**config.mk**
```make
export PLATFORM = sky130hd
export DESIGN_NAME = ddr_quad_io_read
export DESIGN_NICKNAME = d
export VERILOG_FILES = /design/src/core/ddr_quad_read_pkg.sv /design/src/core/ddr_quad_io_read.sv /design/src/core/pin_sync3.sv
export SDC_FILE = /design/constraint.sdc
export NUM_CORES = 1
export LEC_CHECK = 0
export ABC_AREA = 1
export CAP_MARGIN = 20
export CORE_AREA = 4 4 97 99
export DETAILED_ROUTE_END_ITERATION = 6
export DIE_AREA = 0 0 101 103
export DONT_BUFFER_PORTS = 1
export GPL_ROUTABILITY_DRIVEN = 0
export PLACE_DENSITY = 0.77
export SYNTH_ARGS = -nofsm -noshare
export SYNTH_HDL_FRONTEND = slang
export SYNTH_HIERARCHICAL = 1
export SYNTH_SLANG_ARGS = --single-unit
```
**constraint.sdc**
```tcl
create_clock -name clk_i -period 3.35 [get_ports clk_i]
set_input_delay 0.335 -clock clk_i [delete_from_list [all_inputs] [get_ports clk_i]]
set_output_delay 0.335 -clock clk_i [all_outputs]
set_load 0.1 [all_outputs]
```
**src/core/ddr_quad_read_pkg.sv**
```systemverilog
// constants, carriers and states of the double-data-rate quad read engine
// assumes one 125 MHz clock that samples the serial pins
package ddr_quad_read_pkg;

  // ==========================================================
  // instructions
  localparam logic [7:0] CMD_READ_SEL   = 8'hED;
  localparam logic [7:0] CMD_READ_FOUR  = 8'hEE;
  localparam logic [7:0] CMD_MODE_RESET = 8'hFF;

  // ==========================================================
  // configuration field positions
  localparam int ADDR_FOUR_BIT    = 0;  // in config_two_volatile
  localparam int QUAD_EN_BIT      = 1;  // in config_one_volatile
  localparam int QUAD_PERIPH_BIT  = 1;  // in config_two_volatile
  localparam int FOUR_WIRE_BIT    = 3;  // in config_two_volatile
  localparam int LATENCY_LSB      = 0;  // in config_three_volatile
  localparam int LATENCY_W        = 4;

  // ==========================================================
  // counts
  localparam logic [3:0] CMD_EDGES_SERIAL    = 4'h8;
  localparam logic [3:0] CMD_EDGES_FOUR_WIRE = 4'h2;
  localparam logic [3:0] ADDR3_NIBBLES       = 4'h6;
  localparam logic [3:0] ADDR4_NIBBLES       = 4'h8;
  localparam logic [3:0] PREAMBLE_CYCLES     = 4'h4;
  localparam int         ARRAY_ADDR_W        = 23;

  // ==========================================================
  // reset values
  localparam logic [5:0] PINS_RESET = 6'h10;  // chip select idle high

  // ==========================================================
  // carriers
  typedef struct packed {
    logic       sck;
    logic       cs_n;
    logic [3:0] io;
  } pins_t;

  typedef struct packed {
    logic [7:0] config_one_volatile;
    logic [7:0] config_two_volatile;
    logic [7:0] config_three_volatile;
    logic       data_learning_preamble_en;
    logic [7:0] data_learning_preamble;
  } cfg_t;

  typedef enum logic [2:0] {
    ST_IDLE,
    ST_CMD,
    ST_ADDR,
    ST_MODE,
    ST_DUMMY,
    ST_DATA,
    ST_IGNORE
  } state_t;

endpackage

```
**src/core/ddr_quad_io_read.sv**
```systemverilog
// double-data-rate quad read engine of a serial flash, device side
// assumes host drives sck and cs_n; array read is combinational on mem_addr_o
`timescale 1ns/1ps
// Notes on behaviour
// - EDh takes 3 or 4 address bytes by width bit; EEh always 4.
// - read instruction accepted only when quad enable or quad-peripheral bit is set; continuous frames are not checked.
// - address taken a nibble per sck edge, both edges, on four lines.
// - after address, mode, latency: data a nibble per edge on both edges.
// - dummy cycles between mode and data, count from latency field.
// - complementary mode nibbles enter continuous mode; next frame starts at address.
// - non-complementary mode nibbles leave continuous mode at the next frame.
// - mode reset command leaves continuous mode, back to instruction decode.
// - address increments per output byte, wraps from top to zero.
// - preamble driven during the four cycles just before first data.
// - preamble pattern driven identically on all four lines.
// - four-wire instruction mode takes instruction a nibble per rising edge.
// - continuous mode omits the instruction phase entirely.
module ddr_quad_io_read (
  // clock and reset
  input  wire logic                                    clk_i,
  input  wire logic                                    reset_i,
  // serial pins
  input  wire logic                                    sck_i,
  input  wire logic                                    cs_n_i,
  input  wire logic [3:0]                              quad_io_lines_i,
  output logic      [3:0]                              quad_io_lines_o,
  output logic      [3:0]                              quad_io_lines_oe_o,
  // configuration
  input  wire ddr_quad_read_pkg::cfg_t                 cfg_i,
  // array read port
  output logic      [ddr_quad_read_pkg::ARRAY_ADDR_W-1:0] mem_addr_o,
  input  wire logic [7:0]                              mem_data_i,
  // status
  output logic                                         cont_mode_o
);

  // ==========================================================
  // pin sampling
  ddr_quad_read_pkg::pins_t pins_raw;
  ddr_quad_read_pkg::pins_t pins;
  logic [5:0]               pins_q;

  assign pins_raw = '{sck: sck_i, cs_n: cs_n_i, io: quad_io_lines_i};

  pin_sync3 #(
    .W   (6),
    .RST (ddr_quad_read_pkg::PINS_RESET)
  ) u_sync (
    .clk_i   (clk_i),
    .reset_i (reset_i),
    .d_i     (pins_raw),
    .q_o     (pins_q)
  );

  assign pins = ddr_quad_read_pkg::pins_t'(pins_q);

  // ==========================================================
  // state
  ddr_quad_read_pkg::state_t                state_reg, state_next;
  logic                                     sck_prev_reg, cs_prev_reg;
  logic [3:0]                               cnt_reg, cnt_next;
  logic [31:0]                              shift_reg, shift_next;
  logic [ddr_quad_read_pkg::ARRAY_ADDR_W-1:0] addr_reg, addr_next;
  logic                                     four_reg, four_next;
  logic                                     cont_reg, cont_next;
  logic                                     pend_reg, pend_next;
  logic [3:0]                               mode_hi_reg, mode_hi_next;
  logic [7:0]                               pre_reg, pre_next;
  logic [3:0]                               io_reg, io_next;
  logic                                     oe_reg, oe_next;

  logic       rise;
  logic       fall;
  logic       cs_fall;
  logic       cs_rise;
  logic       four_wire;
  logic       quad_ok;
  logic       dlp_en;
  logic [3:0] lat;
  logic [3:0] cnt_inc;
  logic [3:0] cmd_edges;
  logic [7:0] cmd_byte;

  assign rise      = pins.sck & ~sck_prev_reg;
  assign fall      = ~pins.sck & sck_prev_reg;
  assign cs_fall   = ~pins.cs_n & cs_prev_reg;
  assign cs_rise   = pins.cs_n & ~cs_prev_reg;
  assign four_wire = cfg_i.config_two_volatile[ddr_quad_read_pkg::FOUR_WIRE_BIT];
  assign quad_ok   = cfg_i.config_one_volatile[ddr_quad_read_pkg::QUAD_EN_BIT]
                   | cfg_i.config_two_volatile[ddr_quad_read_pkg::QUAD_PERIPH_BIT];
  assign dlp_en    = cfg_i.data_learning_preamble_en;
  assign lat       = cfg_i.config_three_volatile[ddr_quad_read_pkg::LATENCY_LSB +:
                                                 ddr_quad_read_pkg::LATENCY_W];
  assign cnt_inc   = cnt_reg + 4'h1;
  assign cmd_edges = four_wire ? ddr_quad_read_pkg::CMD_EDGES_FOUR_WIRE
                               : ddr_quad_read_pkg::CMD_EDGES_SERIAL;
  assign cmd_byte  = four_wire ? {shift_reg[3:0], pins.io}
                               : {shift_reg[6:0], pins.io[0]};

  // ==========================================================
  // next state
  always_comb begin
    state_next   = state_reg;
    cnt_next     = cnt_reg;
    shift_next   = shift_reg;
    addr_next    = addr_reg;
    four_next    = four_reg;
    cont_next    = cont_reg;
    pend_next    = pend_reg;
    mode_hi_next = mode_hi_reg;
    pre_next     = pre_reg;
    io_next      = io_reg;
    oe_next      = oe_reg;
    if (pins.cs_n) begin
      state_next = ddr_quad_read_pkg::ST_IDLE;
      oe_next    = 1'b0;
      if (cs_rise && state_reg != ddr_quad_read_pkg::ST_IDLE) begin
        cont_next = pend_reg;
      end
    end else if (cs_fall) begin
      state_next = cont_reg ? ddr_quad_read_pkg::ST_ADDR : ddr_quad_read_pkg::ST_CMD;
      cnt_next   = 4'h0;
      shift_next = 32'h0000_0000;
    end else begin
      case (state_reg)
        ddr_quad_read_pkg::ST_CMD: begin
          if (rise) begin
            shift_next = {shift_reg[23:0], cmd_byte};
            cnt_next   = cnt_inc;
          end else if (fall && cnt_reg == cmd_edges) begin
            // decode on the fall that closes the last instruction cycle
            cnt_next = 4'h0;
            if ((shift_reg[7:0] == ddr_quad_read_pkg::CMD_READ_SEL ||
                 shift_reg[7:0] == ddr_quad_read_pkg::CMD_READ_FOUR) && quad_ok) begin
              state_next = ddr_quad_read_pkg::ST_ADDR;
              four_next  = (shift_reg[7:0] == ddr_quad_read_pkg::CMD_READ_FOUR) |
                           cfg_i.config_two_volatile[ddr_quad_read_pkg::ADDR_FOUR_BIT];
            end else if (shift_reg[7:0] == ddr_quad_read_pkg::CMD_MODE_RESET) begin
              cont_next  = 1'b0;
              pend_next  = 1'b0;
              state_next = ddr_quad_read_pkg::ST_IGNORE;
            end else begin
              state_next = ddr_quad_read_pkg::ST_IGNORE;
            end
          end
        end
        ddr_quad_read_pkg::ST_ADDR: begin
          if (rise || fall) begin
            shift_next = {shift_reg[27:0], pins.io};
            cnt_next   = cnt_inc;
            if (cnt_inc == (four_reg ? ddr_quad_read_pkg::ADDR4_NIBBLES
                                     : ddr_quad_read_pkg::ADDR3_NIBBLES)) begin
              addr_next  = shift_next[ddr_quad_read_pkg::ARRAY_ADDR_W-1:0];
              state_next = ddr_quad_read_pkg::ST_MODE;
            end
          end
        end
        ddr_quad_read_pkg::ST_MODE: begin
          if (rise) begin
            mode_hi_next = pins.io;
          end else if (fall) begin
            pend_next = (mode_hi_reg == ~pins.io);
            cnt_next  = 4'h0;
            if (lat == 4'h0) begin
              state_next = ddr_quad_read_pkg::ST_DATA;
              io_next    = mem_data_i[7:4];
              oe_next    = 1'b1;
            end else begin
              state_next = ddr_quad_read_pkg::ST_DUMMY;
              if (dlp_en && lat == ddr_quad_read_pkg::PREAMBLE_CYCLES) begin
                io_next  = {4{cfg_i.data_learning_preamble[7]}};
                pre_next = {cfg_i.data_learning_preamble[6:0], 1'b0};
                oe_next  = 1'b1;
              end
            end
          end
        end
        ddr_quad_read_pkg::ST_DUMMY: begin
          if (fall) begin
            cnt_next = cnt_inc;
            if (cnt_inc == lat) begin
              state_next = ddr_quad_read_pkg::ST_DATA;
              io_next    = mem_data_i[7:4];
              oe_next    = 1'b1;
            end else if (dlp_en && lat > ddr_quad_read_pkg::PREAMBLE_CYCLES &&
                         cnt_inc == lat - ddr_quad_read_pkg::PREAMBLE_CYCLES) begin
              io_next  = {4{cfg_i.data_learning_preamble[7]}};
              pre_next = {cfg_i.data_learning_preamble[6:0], 1'b0};
              oe_next  = 1'b1;
            end else if (oe_reg) begin
              io_next  = {4{pre_reg[7]}};
              pre_next = {pre_reg[6:0], 1'b0};
            end
          end else if (rise && oe_reg) begin
            io_next  = {4{pre_reg[7]}};
            pre_next = {pre_reg[6:0], 1'b0};
          end
        end
        ddr_quad_read_pkg::ST_DATA: begin
          if (rise) begin
            io_next   = mem_data_i[3:0];
            addr_next = addr_reg + 1'b1;
          end else if (fall) begin
            io_next = mem_data_i[7:4];
          end
        end
        default: begin
        end
      endcase
    end
  end

  always_ff @(posedge clk_i) begin
    if (reset_i) begin
      state_reg    <= ddr_quad_read_pkg::ST_IDLE;
      sck_prev_reg <= 1'b0;
      cs_prev_reg  <= 1'b1;
      cnt_reg      <= 4'h0;
      shift_reg    <= 32'h0000_0000;
      addr_reg     <= '0;
      four_reg     <= 1'b0;
      cont_reg     <= 1'b0;
      pend_reg     <= 1'b0;
      mode_hi_reg  <= 4'h0;
      pre_reg      <= 8'h00;
      io_reg       <= 4'h0;
      oe_reg       <= 1'b0;
    end else begin
      state_reg    <= state_next;
      sck_prev_reg <= pins.sck;
      cs_prev_reg  <= pins.cs_n;
      cnt_reg      <= cnt_next;
      shift_reg    <= shift_next;
      addr_reg     <= addr_next;
      four_reg     <= four_next;
      cont_reg     <= cont_next;
      pend_reg     <= pend_next;
      mode_hi_reg  <= mode_hi_next;
      pre_reg      <= pre_next;
      io_reg       <= io_next;
      oe_reg       <= oe_next;
    end
  end

  assign quad_io_lines_o    = io_reg;
  assign quad_io_lines_oe_o = {4{oe_reg}};
  assign mem_addr_o         = addr_reg;
  assign cont_mode_o        = cont_reg;
endmodule

```
**src/core/pin_sync3.sv**
```systemverilog
// three-stage pin synchroniser with agreement filter
// assumes inputs asynchronous to clk_i
`timescale 1ns/1ps
module pin_sync3 #(
  parameter int           W   = 1,
  parameter logic [W-1:0] RST = '0
) (
  // clock and reset
  input  wire logic         clk_i,
  input  wire logic         reset_i,
  // pins
  input  wire logic [W-1:0] d_i,
  output logic      [W-1:0] q_o
);

  logic [W-1:0] s1_reg;
  logic [W-1:0] s2_reg;
  logic [W-1:0] s3_reg;
  logic [W-1:0] q_reg;
  logic [W-1:0] q_next;

  // a bit changes only once stages two and three agree
  always_comb begin
    for (int i = 0; i < W; i++) begin
      q_next[i] = (s2_reg[i] == s3_reg[i]) ? s3_reg[i] : q_reg[i];
    end
  end

  always_ff @(posedge clk_i) begin
    if (reset_i) begin
      s1_reg <= RST;
      s2_reg <= RST;
      s3_reg <= RST;
      q_reg  <= RST;
    end else begin
      s1_reg <= d_i;
      s2_reg <= s1_reg;
      s3_reg <= s2_reg;
      q_reg  <= q_next;
    end
  end

  assign q_o = q_reg;

endmodule

```
**Yosys cells after proc, flatten, opt, wreduce, memory -nomap -nowiden**

Cells that the tools add are included.
W data, S select, Z words.

- Output and inout port bits: 32
- Bits in registers: 95
- Input bits: 49
- Logic and storage cells: 197

- Add/sub/neg operators: 3
- Muxes and demuxes: 73
- $lt $le $gt $ge: 1
- Bitwise logic cells: 13
- Reduce and logical (&&, ||, !) cells: 32
- Equality and inequality tests: 53

Operators with widths:

| operator | count |
|---|---|
| $mux W4 | 20 |
| $mux W8 | 10 |
| $mux W23 | 3 |
| $mux W19 | 3 |
| $pmux W23 S2 | 1 |
| $ne A3 B3 Y1 const B | 14 |
| $pmux W19 S2 | 1 |
| $mux W3 | 10 |
| $reduce_and A9 Y1 | 3 |
| $ne A2 B2 Y1 const B | 13 |
| $eq A8 B8 Y1 const B | 3 |
| $add A23 B1 Y23 const B | 1 |
| $reduce_and A7 Y1 | 3 |
| $eq A4 B4 Y1 | 5 |
| $mux W1 | 18 |
| $pmux W4 S4 | 1 |
| $pmux W8 S2 | 1 |
| $pmux W3 S4 | 1 |
| $pmux W4 S3 | 1 |
| $reduce_and A6 Y1 | 2 |
| $reduce_bool A2 Y1 | 6 |
| $reduce_and A10 Y1 | 1 |
| $reduce_bool A3 Y1 | 3 |
| $ne A4 B4 Y1 const B | 2 |
| other kinds (22) | 49 |

**Logic depth before layout (Yosys ltp)**

Gate-level depths: netlist (run 1).

- Word-level depth: 9
- Depth in mapped cells: 15
- Gate-level depth less buffers: 14

**Hierarchy**

The synthesis (run 1) kept the hierarchy.

By module, submodules not included:

| module | seq. area each (µm²) | cells each | times used | area each (µm²) |
|---|---|---|---|---|
| ddr_quad_io_read | 1,401.3 | 760 | 1 | 4,649.5 |
| pin_sync3 | 480.5 | 83 | 1 | 738.2 |

**Worst setup path before layout (run 1)**

OpenSTA, ideal clock, no wires.

- Path type: register to register
- Start point: register addr_reg (netlist bit mem_addr_o[0])
- End point: register addr_reg (netlist bit mem_addr_o[16])
- Slack: 1.070 ns
- Library setup time: 0.132 ns
- Data required time: 3.218 ns
- Buffers on the path: 0
- Period minus slack after synthesis: 2.280 ns
- Cell stages (with the launch flop): 9
- Data arrival time: 2.148 ns
- Cell sequence: dfxtp_1 ha_1 nand3_1 inv_1 nand2_1 nor2_1 xor2_1 o21ai_0 a21oi_1

- Longest elaborated chain between the ends: 3

RTL lines:

| what | RTL line | RTL |
|---|---|---|
| start, declared | ddr_quad_io_read.sv:63 | `logic [ddr_quad_read_pkg::ARRAY_ADDR_W-1:0] addr_reg, addr_next;` |
| start signal, assigned | ddr_quad_io_read.sv:234 | `addr_reg <= addr_next;` |
| $add A23 B1 Y23 | ddr_quad_io_read.sv:202 | `addr_next = addr_reg + 1'b1;` |
| $mux W23 | ddr_quad_io_read.sv:200 | `if (rise) begin` |
| $pmux W23 S2 | ddr_quad_io_read.sv:125 | `case (state_reg)` |

No other way between the ends. The select of a mux whose other input is x is not followed.
A chain may end at the register's enable or synchronous reset.

**Worst setup path in the final report (run 1)**

- Start point: register state_reg[0]
- End point: register addr_reg (netlist bit mem_addr_o[1])

- Longest elaborated chain between the ends: 3
- Elaborated cells between the ends (all ways): 8
- Those cells by class: eq/ne (5); mux (1); reduce/logical (2)

RTL lines:

| what | RTL line | RTL |
|---|---|---|
| start, declared | ddr_quad_io_read.sv:59 | `ddr_quad_read_pkg::state_t state_reg, state_next;` |
| start signal, assigned | ddr_quad_io_read.sv:215 | `state_reg <= ddr_quad_read_pkg::ST_IDLE;` |
| start signal, assigned | ddr_quad_io_read.sv:229 | `state_reg <= state_next;` |
| $eq A3 B2 Y1 or $eq A3 B3 Y1 (tied branches) | ddr_quad_io_read.sv:125 |  |
| $ne A2 B2 Y1 (no source line) or $reduce_bool A2 Y1 (tied branches) | n/a |  |
| $reduce_and A6 Y1 (no source line) | n/a |  |

Several ways; a longest one is shown, not always the timed one.

==> summary by stage, run 1 <==
Clock network
The number of sinks on the clock net is 94. The hold buffer count at cts is 0. The root buffer cell is sky130_fd_sc_hd__clkbuf_8. The clock tree synthesis step divided the H-tree into 3 levels. The clock passes through at most 2 buffers.

The clock latency on the worst-skew pair is about 0.37 ns. The TritonCTS clock tree is built. The clock-pin slew reported for the worst setup and hold paths after clock tree synthesis is between 0.1 and 0.15 ns.

TritonCTS created 9 clock buffers. In this run, post-CTS repair resized a total of 0 instances. The number of setup buffers added after CTS is 0.

Global routing
The number of antenna violations at the first check in global routing is 0. The first global-routing pass estimated around 22000 um of wire. Global routing used between 20% and 30% of the available tracks across all layers.

The pin count of the biggest net entering global routing is 50. The via count of the first global-routing pass is 4888. The overall overflow remaining after global route is 0.

Worst hold path
The terminating pin of the worst hold path is mem_addr_o[14]$_SDFFE_PP0P_. Along the worst hold path, the cell count comes to 1. The startpoint identified for the worst hold timing path is reset_i. The type of the worst min-delay path is input port to flop.

Timing
After layout, the minimum clock period comes to 2.48 ns. Based on the critical path, the design can be clocked at up to around 400 MHz. The relative slew slack is between 20 and 30%.

The final number of max-transition violations came to 0. The fraction of the cycle the final worst path needs is 74.0%. The final-report setup violation count is 0. The total negative slack is 0 ns. Clock skew on the completed layout was measured at around 0.013 ns. For the pin with the worst max-slew slack, the measured transition is roughly 1.0 ns. Setup repair after global routing left no endpoint under its margin. The final number of hold-violating endpoints is 0.

The worst path meets setup with between 0.8 and 0.9 ns of slack.

Worst setup path
In this run the critical register-to-register path is launched from state_reg[0]$_SDFFE_PP0P_. The worst setup path is captured at a flop. The number of cell instances on the worst register-to-register path is 8.

STA classifies the critical path startpoint as a flop. The data required time of the worst path is ~3.6 ns. Across all register-to-register paths, the minimum setup slack is between 0.8 and 0.9 ns. The arrival time at the worst endpoint is approximately 2.8 ns. In this run the critical register-to-register path is captured at mem_addr_o[1]$_SDFFE_PP0P_.

The maximum fanout along the worst path is 32. The startpoint-to-endpoint class of the critical path is flop to flop.

Synth
The number of nets in the synthesized netlist is 898. The commonest cells after synthesis are sky130_fd_sc_hd__nand2_1, sky130_fd_sc_hd__nor2_1, sky130_fd_sc_hd__inv_1, sky130_fd_sc_hd__dfxtp_1, sky130_fd_sc_hd__o21ai_0. In this run the cell area of the synthesized design comes to around 5400 um2. The synthesized netlist devotes under 10% of its cell area to XOR and XNOR gates. The synthesized design spends more area on one cell type than any other, namely sky130_fd_sc_hd__dfxtp_1.

The flip-flop cell with the highest count after synthesis is sky130_fd_sc_hd__dfxtp_1. The adder and majority gate portion of the synthesized area is ~1.4%. The number of synthesized register bits is 94. The part of the Yosys area used for sequential elements is 34.9%. The number of enable-type register cells in the synthesized netlist is 0.

The portion of netlist area occupied by mux cells is 0%. After synthesis, the largest family of logic cells by area is simple AND/OR/NAND/NOR gates. The simple-gate share of the synthesized area is 31.5%. The area share of the largest cell type after synthesis is around a third. The synthesized netlist devotes about 19% of its cell area to compound gates. Yosys attributes the largest share of cell area to sky130_fd_sc_hd__dfxtp_1, sky130_fd_sc_hd__nand2_1, sky130_fd_sc_hd__nor2_1.

The post-synthesis area per instance is between 6 and 7 um2. Among all cell types in the netlist, the one instantiated most often is sky130_fd_sc_hd__nand2_1. The cell count after synthesis came out at between 800 and 900. The count of yosys warnings during synthesis is 6. The unique cell type count in the Yosys netlist is 43. The share of synthesized flip-flops with an asynchronous set or reset is 0%.

Detailed routing
Summing over every cut layer, the via total after detailed routing is about 5.5k. Dividing the detail-routed via count by the number of cells gives around 5.7. The total wire length after detailed routing is around 14000 um. Dividing the detail-routed wire length by the instance count gives around 14 um. The number of violations reported at the end of detailed-routing iteration 0 is around 430. In the routed design, unresolved DRC markers number 0. The residual antenna-violating net count after detailed routing is 0.

The pre-antenna-repair detailed-routing pass consisted of 5 iterations.

Die
The floorplan step defined a die boundary enclosing roughly 10000 um2. The floorplan step set the die height to slightly above 100 um. The die is 101 um wide.

The floorplan step defined a core boundary enclosing about 8600 um2. The initial core utilization is a little over three fifths. Row generation in the floorplan step produced 34 rows. The number of top-level pins is approximately 80.

Outcome
The flow ran to the end, and the final reports show no timing, DRC or antenna violations.

Power and ir drop
In this run the power density over the cells is around 330 nW/um2. For this design the static power due to leakage is 2.31 nW. Across the VDD grid, the largest voltage drop is 0.298 mV.

Final layout
The register with the most flip-flops in the layout has 23 of them. The combined flip-flop and latch cell area is 1890 um2. The final design area excluding fillers is between 5000 and 6000 um2. The layout has 772 filler cells.

The number of antenna diodes in the final layout is 0. In the final layout, the share of cells above drive strength 1 is a little under a tenth. The area of combinational cells with multiple inputs is roughly 2900 um2. After the last flow step, the layout net total stands at 905.

From synthesis to final layout, the design area changed by 7.04%.

Place
The count of buffers inserted at the top-level ports is 0. The detailed-placement wirelength estimate is a little under 10000 um. The worst slack at placement is about 0.94 ns. The area after detailed placement is ~5500 um2.

Job
The number of max-capacitance violations reported is 0.
-- how the worst max path moves through the flow --
stage                                     from                     endpoint
floorplan           mem_addr_o[0]$_SDFFE_PP0P_  mem_addr_o[16]$_SDFFE_PP0P_
global placement     state_reg[0]$_SDFFE_PP0P_  mem_addr_o[22]$_SDFFE_PP0P_
detailed placement   state_reg[0]$_SDFFE_PP0P_  mem_addr_o[21]$_SDFFE_PP0P_
CTS                  state_reg[0]$_SDFFE_PP0P_  mem_addr_o[22]$_SDFFE_PP0P_
global route         state_reg[0]$_SDFFE_PP0P_  mem_addr_o[22]$_SDFFE_PP0P_
finish               state_reg[0]$_SDFFE_PP0P_   mem_addr_o[1]$_SDFFE_PP0P_
-- metrics by stage --
| stage | total power [mW] | hold slack, ns | utilization, % | cells |
|---|---|---|---|---|
| 2_1_floorplan | 1.21 | 0.383 | - | 843 |
| 3_3_place_gp | 1.21 | 0.387 | 64.9 | 946 |
| 3_5_place_dp | 1.22 | 0.398 | 64.9 | 946 |
| 4_1_cts | 1.93 | 0.0129 | 67.1 | 962 |
| 5_1_grt | 1.99 | 0.00169 | 67.4 | 963 |
| 6_report | 1.92 | 0.0216 | 67.4 | 963 |
-- area by class of cell --
cell class	instances	share of cell area (%)
multi-input cells	608	50.6
clock buffers	9	2.15
flip-flops and latches	94	32.7
repair buffers	27	3.86
clock inverters	7	1.15
well taps	108	2.34
inverters	110	7.16
-- logic make-up (layout without fill, tap and decap cells) --
| family | Yosys count | count (layout) |
|---|---|---|
| buffers and inverters | 141 | 153 |
| and+or+nand+nor | 398 | 398 |
| AOI/OAI and AO/OA | 191 | 191 |
| xor gates and xnor gates | 13 | 13 |
| DFF | 94 | 94 |
| adders and majority gates | 6 | 6 |
-- cell usage in the layout (no fill, tap or decap), types with 3 or more instances in the layout --
cell type	instances
sky130_fd_sc_hd__dfxtp_1	93
sky130_fd_sc_hd__nand2_1	190
sky130_fd_sc_hd__ha_1	6
sky130_fd_sc_hd__a31oi_1	9
sky130_fd_sc_hd__a211oi_1	3
sky130_fd_sc_hd__a21oi_1	73
sky130_fd_sc_hd__xnor2_1	4
sky130_fd_sc_hd__or2_2	4
sky130_fd_sc_hd__nand2_2	5
sky130_fd_sc_hd__nor2_2	5
sky130_fd_sc_hd__clkbuf_8	9
sky130_fd_sc_hd__a22o_1	4
sky130_fd_sc_hd__inv_6	3
sky130_fd_sc_hd__o21ai_1	15
sky130_fd_sc_hd__nand3_1	46
sky130_fd_sc_hd__inv_2	13
sky130_fd_sc_hd__o21ai_0	74
sky130_fd_sc_hd__nand4_1	10
sky130_fd_sc_hd__xor2_1	9
sky130_fd_sc_hd__inv_1	97
sky130_fd_sc_hd__o211ai_1	4
sky130_fd_sc_hd__buf_4	26
sky130_fd_sc_hd__nor3_1	13
sky130_fd_sc_hd__nand3b_1	3
sky130_fd_sc_hd__nor2_1	111
-- worst max-delay path, cell delays in order (launching register included) --
cell	delay, ns
sky130_fd_sc_hd__dfxtp_1	0.52
sky130_fd_sc_hd__nand3_2	0.13
sky130_fd_sc_hd__inv_2	0.37
sky130_fd_sc_hd__nand2_1	0.12
sky130_fd_sc_hd__a21oi_2	0.15
sky130_fd_sc_hd__nand2_2	0.24
sky130_fd_sc_hd__inv_2	0.46
sky130_fd_sc_hd__o21ai_0	0.20
sky130_fd_sc_hd__a31oi_1	0.21
-- metal layers --
metal | track usage (%) | vias up | share of wire (%)
met2 | 43.0 | 215 | 47
li1 | - | 2749 | -
met1 | 36.0 | 2534 | 44
met5 | 0 | - | 0
met3 | 3.99 | 33 | 7.0
met4 | 9.51 | 0 | 2.2
-- report_power, final --
group          leakage, nW  switching (mW)  internal, mW  total, mW
registers            0.761         0.00381          1.12       1.13
clock network       0.0896           0.438         0.285      0.723
logic                 1.46          0.0418        0.0250     0.0667
total                 2.31           0.484          1.43       1.92
No activity file was read; power rests on OpenSTA's default activity.
==> inputs of run 2 (changes only) <==
--- a/config.mk
+++ b/config.mk
@@ -7,12 +7,12 @@
 export LEC_CHECK = 0
 export ABC_AREA = 1
 export CAP_MARGIN = 20
-export CORE_AREA = 4 4 97 99
+export CORE_AREA = 4 4 102 104
 export DETAILED_ROUTE_END_ITERATION = 6
-export DIE_AREA = 0 0 101 103
+export DIE_AREA = 0 0 106 108
 export DONT_BUFFER_PORTS = 1
 export GPL_ROUTABILITY_DRIVEN = 0
-export PLACE_DENSITY = 0.77
+export PLACE_DENSITY = 0.73
 export SYNTH_ARGS = -nofsm -noshare
 export SYNTH_HDL_FRONTEND = slang
 export SYNTH_HIERARCHICAL = 1
==> constraint.sdc (replaced) <==
create_clock -name clk_i -period 2.2 [get_ports clk_i]
set_input_delay 0.22 -clock clk_i [delete_from_list [all_inputs] [get_ports clk_i]]
set_output_delay 0.22 -clock clk_i [all_outputs]
set_load 0.1 [all_outputs]
==> run 2 against run 1 <==
Register-to-register slack worse by 0.74 ns; critical path type unchanged; via count up 0.61%; combinational power increased by 89%; clock skew is 0.0015 ns higher; clock power grew 94%.
==> summary by stage, run 2 (synthesized netlist as in run 1, its figures left out) <==
Place
The worst slack at placement is ~0.086 ns. The count of buffers inserted at the top-level ports is 0. Once placement finished, the instance area stood at approximately 5700 um2. The detailed-placement wirelength estimate is just over 10000 um.

Power and ir drop
The total power consumption of the routed design is approximately 3.2 mW. The power per cell area is approximately 530 nW/um2. Across the VDD grid, the largest voltage drop is 0.435 mV.

For this design the static power due to leakage is ~2.5 nW.

Detailed routing
The post-detailed-route DRC marker count is 0. The mean routed wirelength per cell is approximately 14 um. Before antenna repair, the detailed router went through 5 iterations. The first routing iteration left about 440 violations. The routed layout has about 5.6k vias. The final layout contains routed wiring with a total length of around 14000 um. Once detail routing completed, the nets flagged for antenna violations numbered 0. After detailed routing, the number of vias per cell comes to around 5.5.

Die
Measured along the x axis, the die boundary spans ~110 um. Measured along the y axis, the die boundary spans 108 um. The floorplan has 36 rows. The number of top-level pins is between 80 and 90.

The standard cell core area is ~9500 um2. The initial core utilization is a little under three fifths. The floorplan die area is approximately 11000 um2.

Global routing
The number of antenna violations at the first check in global routing is 0. Entering global routing, the biggest net connects 46 pins. The overall overflow remaining after global route is 0.

The via count of the first global-routing pass is 5103. The first global-routing pass estimated ~23000 um of wire. Global routing consumed, over all layers together, 24.8% of the routing resources.

Timing
After layout, the minimum clock period comes to approximately 2.1 ns. Summed over all failing endpoints, the final setup total negative slack is 0 ns. The fraction of the cycle the final worst path needs is about 94%. The clock arrives with approximately 0.015 ns of skew. Setup violations remaining at the end of the flow were counted as 0. The smallest setup slack after layout is 0.135 ns.

The transition time at the pin with the least slew margin is about 0.46 ns. For this run, the top clock speed supported by timing is 484 MHz. The final number of hold-violating endpoints came to 0. The final number of max-transition violations is 0. Headroom to the max-slew limit came out at 69.0%. Setup repair after global routing could not meet its margin everywhere.

Clock network
The clock latency on the worst-skew pair is between 0.3 and 0.4 ns. Clock tree synthesis found a total of 94 sinks. After clock tree synthesis, the setup repair step added 0 buffers. The number of buffers added by the clock tree synthesis step is 9. TritonCTS built the clock tree. The maximum clock path buffer count is 2. The tree is rooted in a sky130_fd_sc_hd__clkbuf_8. The H-tree was split into 3 levels. Clock-pin slew was measured on the worst setup and hold paths at 0.09 ns.

Worst setup path
The number of cell instances on the worst register-to-register path is 11. For the worst setup path, the data required time is roughly 2.5 ns. The maximum cell stage delay along the critical path is roughly 0.36 ns.

The kind of start point of the critical path is a flop. STA puts the critical path data arrival time at approximately 2.3 ns. The maximum fanout along the worst path is 7. The signal on the critical path passes through inv_1 -> ha_1 -> inv_1 -> nor2_2 -> o22ai_1 -> nor2_1 -> nand2_1 -> nor2_2 -> o21ai_0 -> o21ai_0 -> nor2_1.

The launch instance of the worst register-to-register path is u_sync/q_o[5]$_SDFFE_PP0N_. The startpoint-to-endpoint class of the critical path is flop to flop. The worst setup path is captured at a flop. The setup slack of the most critical reg-to-reg path is roughly 0.14 ns. The cell with the biggest individual delay on the critical path is sky130_fd_sc_hd__dfxtp_1. The capture point of the worst reg-to-reg path is cnt_reg[3]$_SDFFE_PP0P_.

Final layout
For this run, the post-layout net count is slightly above 900. The repair_antennas step left the layout with diodes totalling 0. Summing all non-filler instances in the final layout gives an area of a little over 6000 um2. Leaving out fill and tap cells, the most frequent cell in the layout is sky130_fd_sc_hd__nand2_1. At the end of the flow the core is filled with cells to a little under two thirds. The fraction of layout cells with a size suffix above 1 is between 10% and 20%.

Relative to the synthesized area, the layout overhead comes to 12.7%. The register with the most flip-flops in the layout has 23 of them. Leaving out fill and tap cells, the most frequent cells in the layout are sky130_fd_sc_hd__nand2_1, sky130_fd_sc_hd__nor2_1, sky130_fd_sc_hd__inv_1, sky130_fd_sc_hd__dfxtp_1.

Worst hold path
Along the worst hold path, the cell count comes to 2. The terminating pin of the worst hold path is pre_reg[1]$_SDFFE_PP0P_. The worst hold path begins at cfg_i[0]. The worst hold path belongs to the class input port to flop.

Outcome
The run finished with clean final reports.

Job
The number of max-capacitance violations reported is 0.
run 2: changes by cell type in the layout (fill, tap and decap cells not counted), sizes merged, moves of 2 or more:
cell / previous run / this run
bufinv: 0 / 3
dlygate4sd3: 0 / 7
clkinv: 2 / 0
buf: 27 / 43
clkinvlp: 2 / 0
run 2: worst max-delay path, delay by kind of cell, from the launching register on:
| family | cells | cell delay [ns] |
|---|---|---|
| simple gates | 5 | 0.71 |
| compound gates | 3 | 0.38 |
| flops | 1 | 0.36 |
| fa+ha+maj | 1 | 0.28 |
| buf+inv | 2 | 0.24 |
run 2: how the worst max path moves through the flow:
stage                          startpoint                           to  slack, ns  cells after the start
2_1_floorplan  mem_addr_o[4]$_SDFFE_PP0P_  mem_addr_o[20]$_SDFFE_PP0P_      0.002                      9
3_3_place_gp      cnt_reg[1]$_SDFFE_PP0P_      pre_reg[7]$_SDFFE_PP0P_       0.21                     13
3_5_place_dp      cnt_reg[1]$_SDFFE_PP0P_      pre_reg[4]$_SDFFE_PP0P_       0.09                     13
4_1_cts           cnt_reg[1]$_SDFFE_PP0P_      pre_reg[4]$_SDFFE_PP0P_       0.05                     13
5_1_grt        u_sync/q_o[5]$_SDFFE_PP0N_      cnt_reg[3]$_SDFFE_PP0P_      -0.01                     11
6_report       u_sync/q_o[5]$_SDFFE_PP0N_      cnt_reg[3]$_SDFFE_PP0P_       0.14                     11
run 2: power breakdown:
part	internal, mW	total [mW]	switching [mW]
clock network	0.785	1.40	0.620
registers	1.71	1.72	0.00573
logic	0.0461	0.126	0.0797
total	2.54	3.25	0.705
run 2: per-stage QoR:
stage | cells | hold WS (ns)
after detailed placement | 987 | 0.297
after global placement | 987 | 0.296
after floorplan | 843 | 0.312
after CTS | 1010 | 0.00604
after global routing | 1010 | 0.0171
final | 1010 | 0.00773
run 2: final cells by class:
class                   count  area (um2)
clock buffers              10         138
clock inverters             5         105
fillers                   899        3470
inverters                 110         413
multi-input cells         608        2930
flip-flops and latches     94        1890
well taps                 133         166
repair buffers             50         430
run 2: layer usage:
metal  global-route usage [%]  share of wire, %  wire, um  up-vias
met5                        0                 0         0        -
met3                     4.54               6.5       907       34
met2                     40.9                46      6470      227
met4                     9.44               2.6       365        0
met1                     32.5                45      6310     2513
li1                         -                 -         -     2791
run 2: what timing repair did:
action	4_1_cts	5_1_grt
hold buffers	8	0
endpoints found under the hold margin	45	0
endpoints found under the setup margin	0	10
gates resized for setup	0	4
==> inputs of run 3 (changes only) <==
--- a/config.mk
+++ b/config.mk
@@ -6,13 +6,17 @@
 export NUM_CORES = 1
 export LEC_CHECK = 0
 export ABC_AREA = 1
+export ABC_CLOCK_PERIOD_IN_PS = 2200
 export CAP_MARGIN = 20
-export CORE_AREA = 4 4 102 104
+export CELL_PAD_IN_SITES_DETAIL_PLACEMENT = 1
+export CELL_PAD_IN_SITES_GLOBAL_PLACEMENT = 1
+export CORE_AREA = 4 4 122 124
 export DETAILED_ROUTE_END_ITERATION = 6
-export DIE_AREA = 0 0 106 108
+export DIE_AREA = 0 0 126 128
 export DONT_BUFFER_PORTS = 1
 export GPL_ROUTABILITY_DRIVEN = 0
-export PLACE_DENSITY = 0.73
+export PLACE_DENSITY = 0.72
+export SKIP_LAST_GASP = 1
 export SYNTH_ARGS = -nofsm -noshare
 export SYNTH_HDL_FRONTEND = slang
 export SYNTH_HIERARCHICAL = 1
==> run 3 against run 2 <==
Total power is 7.5% higher; flip-flop and latch count is the same; critical path depth is 1 lower; clock skew down 0.0043 ns; clock power up 18%; clock-buffer cell count decreased by 1; fmax about the same; critical endpoint is now pre_reg[1]$_SDFFE_PP0P_.
==> summary by stage, run 3 (synthesized netlist as in run 1, its figures left out) <==
Timing
For the final routed database, the setup TNS stands at 0 ns. For this run, the top clock speed supported by timing is 484 MHz. The worst path uses 93.9% of the clock period. At the pin with the least slew margin, the transition time is roughly 0.49 ns.

Setup violations remaining at the end of the flow were counted as 0. Measured against its own limit, the worst slew margin works out to around two thirds. The worst clock skew is roughly 0.01 ns.

The time the worst path needs with I/O delays and setup is approximately 2.1 ns. The final number of max-transition violations is 0. The final number of hold-violating endpoints is 0.

Detailed routing
For this run, design rule violations remaining after detail routing come to 0. After detailed routing, the number of vias per cell comes to 5.29. Once detail routing completed, the nets flagged for antenna violations numbered 0. The total wire length after detailed routing is between 15000 and 20000 um. In the final routed layout, each cell accounts on average for around 16 um. The number of violations reported at the end of detailed-routing iteration 0 is 300. Before antenna repair, the detailed router went through 4 iterations.

The overall via count from detail_route is 5607.

Final layout
The number of flip-flops under the largest register name is 23. The most common library cell in the layout ignoring fill and taps is sky130_fd_sc_hd__nand2_1. The fraction of layout cells with a size suffix above 1 is between 10 and 15%. In the layout the commonest cells are sky130_fd_sc_hd__nand2_1, sky130_fd_sc_hd__nor2_1, sky130_fd_sc_hd__inv_1, sky130_fd_sc_hd__dfxtp_1. At the end of the flow, the number of nets in the layout was around 930. The number of antenna diodes in the final layout is 0.

The filler cells instantiated in the layout total approximately 1.9k. The layout-stage area growth over the synthesis result is 15.4%.

Die
The die covers between 15000 and 20000 um2. For this configuration, the core starts out at a cell density of between 30% and 40%. The die is about 130 um wide. In this run the vertical extent of the chip is between 100 and 150 um.

The region available for standard cell placement spans 13800 um2. In this run the core area contains 43 standard-cell rows. The number of top-level pins is 81.

Worst hold path
The cell depth of the worst min-delay path is 2. The tightest min-delay check is of the input port to flop type.

Worst setup path
In this design, the critical path's most frequently occurring cell is sky130_fd_sc_hd__nand2_1. Of all nets on the critical path, the largest fanout is 7. For this run, the slowest stage of the critical path takes between 0.3 and 0.4 ns. The worst setup path is captured at a flop. On the critical path, the stage with the largest delay is an instance of sky130_fd_sc_hd__dfxtp_2. The data required time of the worst path is ~2.5 ns. The worst setup path is launched from a flop.

Walking the worst path, the cells encountered are ha_1 -> inv_1 -> nand2_1 -> nand3_1 -> nor2_1 -> nand3_2 -> nor2_4 -> nand3b_1 -> nand2_1 -> a21oi_1. At the worst endpoint, the arrival time is around 2.4 ns. The number of cell instances on the worst register-to-register path is 10. The startpoint-to-endpoint class of the critical path is flop to flop.

Clock network
Counting every sink on the clock net gives 94. The later pin in the worst-skew pair is clocked with a latency of about 0.36 ns. No sink is reached through more buffers than the 2 on the longest clock path. The clock-pin slew reported for the worst setup and hold paths after clock tree synthesis is ~0.07 ns. The root buffer cell is sky130_fd_sc_hd__clkbuf_16. The TritonCTS clock tree is built. TritonCTS created 9 clock buffers. The CTS H-tree depth is 3.

Power and ir drop
Summing internal, switching and leakage power gives 3.49 mW. The switching part of the total power is between 20 and 25%. The part of the power in registers is between 40% and 50%.

Summed over all nets, the switching power comes to between 0.8 and 0.9 mW. The proportion of power drawn by the clock network is 47.1%. Combinational cells account for 3.7% of the total power. The analysis attributes to cell leakage a power of approximately 2.5 nW. The power per cell area is around 560 nW/um2.

The peak supply drop is around 0.42 mV. The internal power summed over all cells is around 2.7 mW.

Global routing
The first global-routing pass estimated between 20000 and 30000 um of wire. The via count of the first global-routing pass is approximately 5.9k. The number of antenna violations at the first check in global routing is 0. The pin count of the biggest net entering global routing is between 40 and 50. For this run the aggregate overflow at the end of global routing stands at 0.

For this run, the total global-route usage over all layers was measured as a little over a fifth.

Job
Max-cap violations in this run came to 0.

Place
The detailed-placement wirelength estimate is ~13000 um. During placement, the flow inserted port buffers numbering 0.

Outcome
The flow ran to the end, and the final reports show no timing, DRC or antenna violations.
run 3: metrics by stage:
step           hold WS, ns  setup slack, ns  std cells  cell area [um2]  util (%)
2_1_floorplan        0.312          0.00193        843             5390         -
3_3_place_gp         0.297            0.154       1036             5800      42.1
3_5_place_dp         0.299           0.0283       1036             5800      42.1
4_1_cts             0.0307           0.0124       1059             6190      44.9
5_1_grt             0.0413          -0.0167       1059             6220      45.1
6_report            0.0375            0.135       1059             6220      45.1
run 3: layout make-up:
| type | count | area [um2] | area share (%) |
|---|---|---|---|
| timing repair buffer | 51 | 435 | 7.00 |
| multi-input combinational | 608 | 2950 | 47.4 |
| clock buffer | 9 | 225 | 3.62 |
| tap | 180 | 225 | 3.62 |
| sequential | 94 | 1890 | 30.4 |
| inverter | 110 | 413 | 6.64 |
| clock inverter | 7 | 78.8 | 1.27 |
run 3: per-layer routing:
layer,wire length [um],part of all wire (%),global-route usage [%],vias up
met5,0,0,0,-
met4,455,2.6,9.27,0
met3,589,3.4,3.00,29
met2,8350,48,36.7,111
met1,7990,46,27.7,2667
li1,-,-,-,2800
run 3: worst max-delay path, delay by kind of cell (launching register included):
kind                       cells  cell delay [ns]
and+or+nand+nor                7             1.12
DFF                            1             0.35
adders and majority gates      1             0.29
AOI/OAI and AO/OA              1             0.15
buffers and inverters          1             0.08
run 3: what timing repair did:
item                                   4_1_cts  5_1_grt
hold buffers                                 7        0
setup endpoints to repair                    0       27
gates resized for setup                      0        8
endpoints found under the hold margin       45        0
setup buffers                                0        0
run 3: worst paths after layout:
kind	start	end	slack [ns]
worst min-delay path	cfg_i[0]	pre_reg[1]$_SDFFE_PP0P_	0.04
worst max register to register	cnt_reg[1]$_SDFFE_PP0P_	pre_reg[1]$_SDFFE_PP0P_	0.13
worst max-delay path	cnt_reg[1]$_SDFFE_PP0P_	pre_reg[1]$_SDFFE_PP0P_	0.13
worst min register to register	u_sync/s1_reg[2]$_SDFF_PP0_	u_sync/s2_reg[2]$_SDFF_PP0_	0.41
run 3: power groups by stage:
stage	clock network [mW]	registers, mW	logic, mW
4_1_cts	1.69	1.72	0.128
3_3_place_gp	0	1.76	0.0946
2_1_floorplan	0	1.76	0.0912
6_report	1.65	1.72	0.129
5_1_grt	1.76	1.72	0.147
3_5_place_dp	0	1.76	0.100
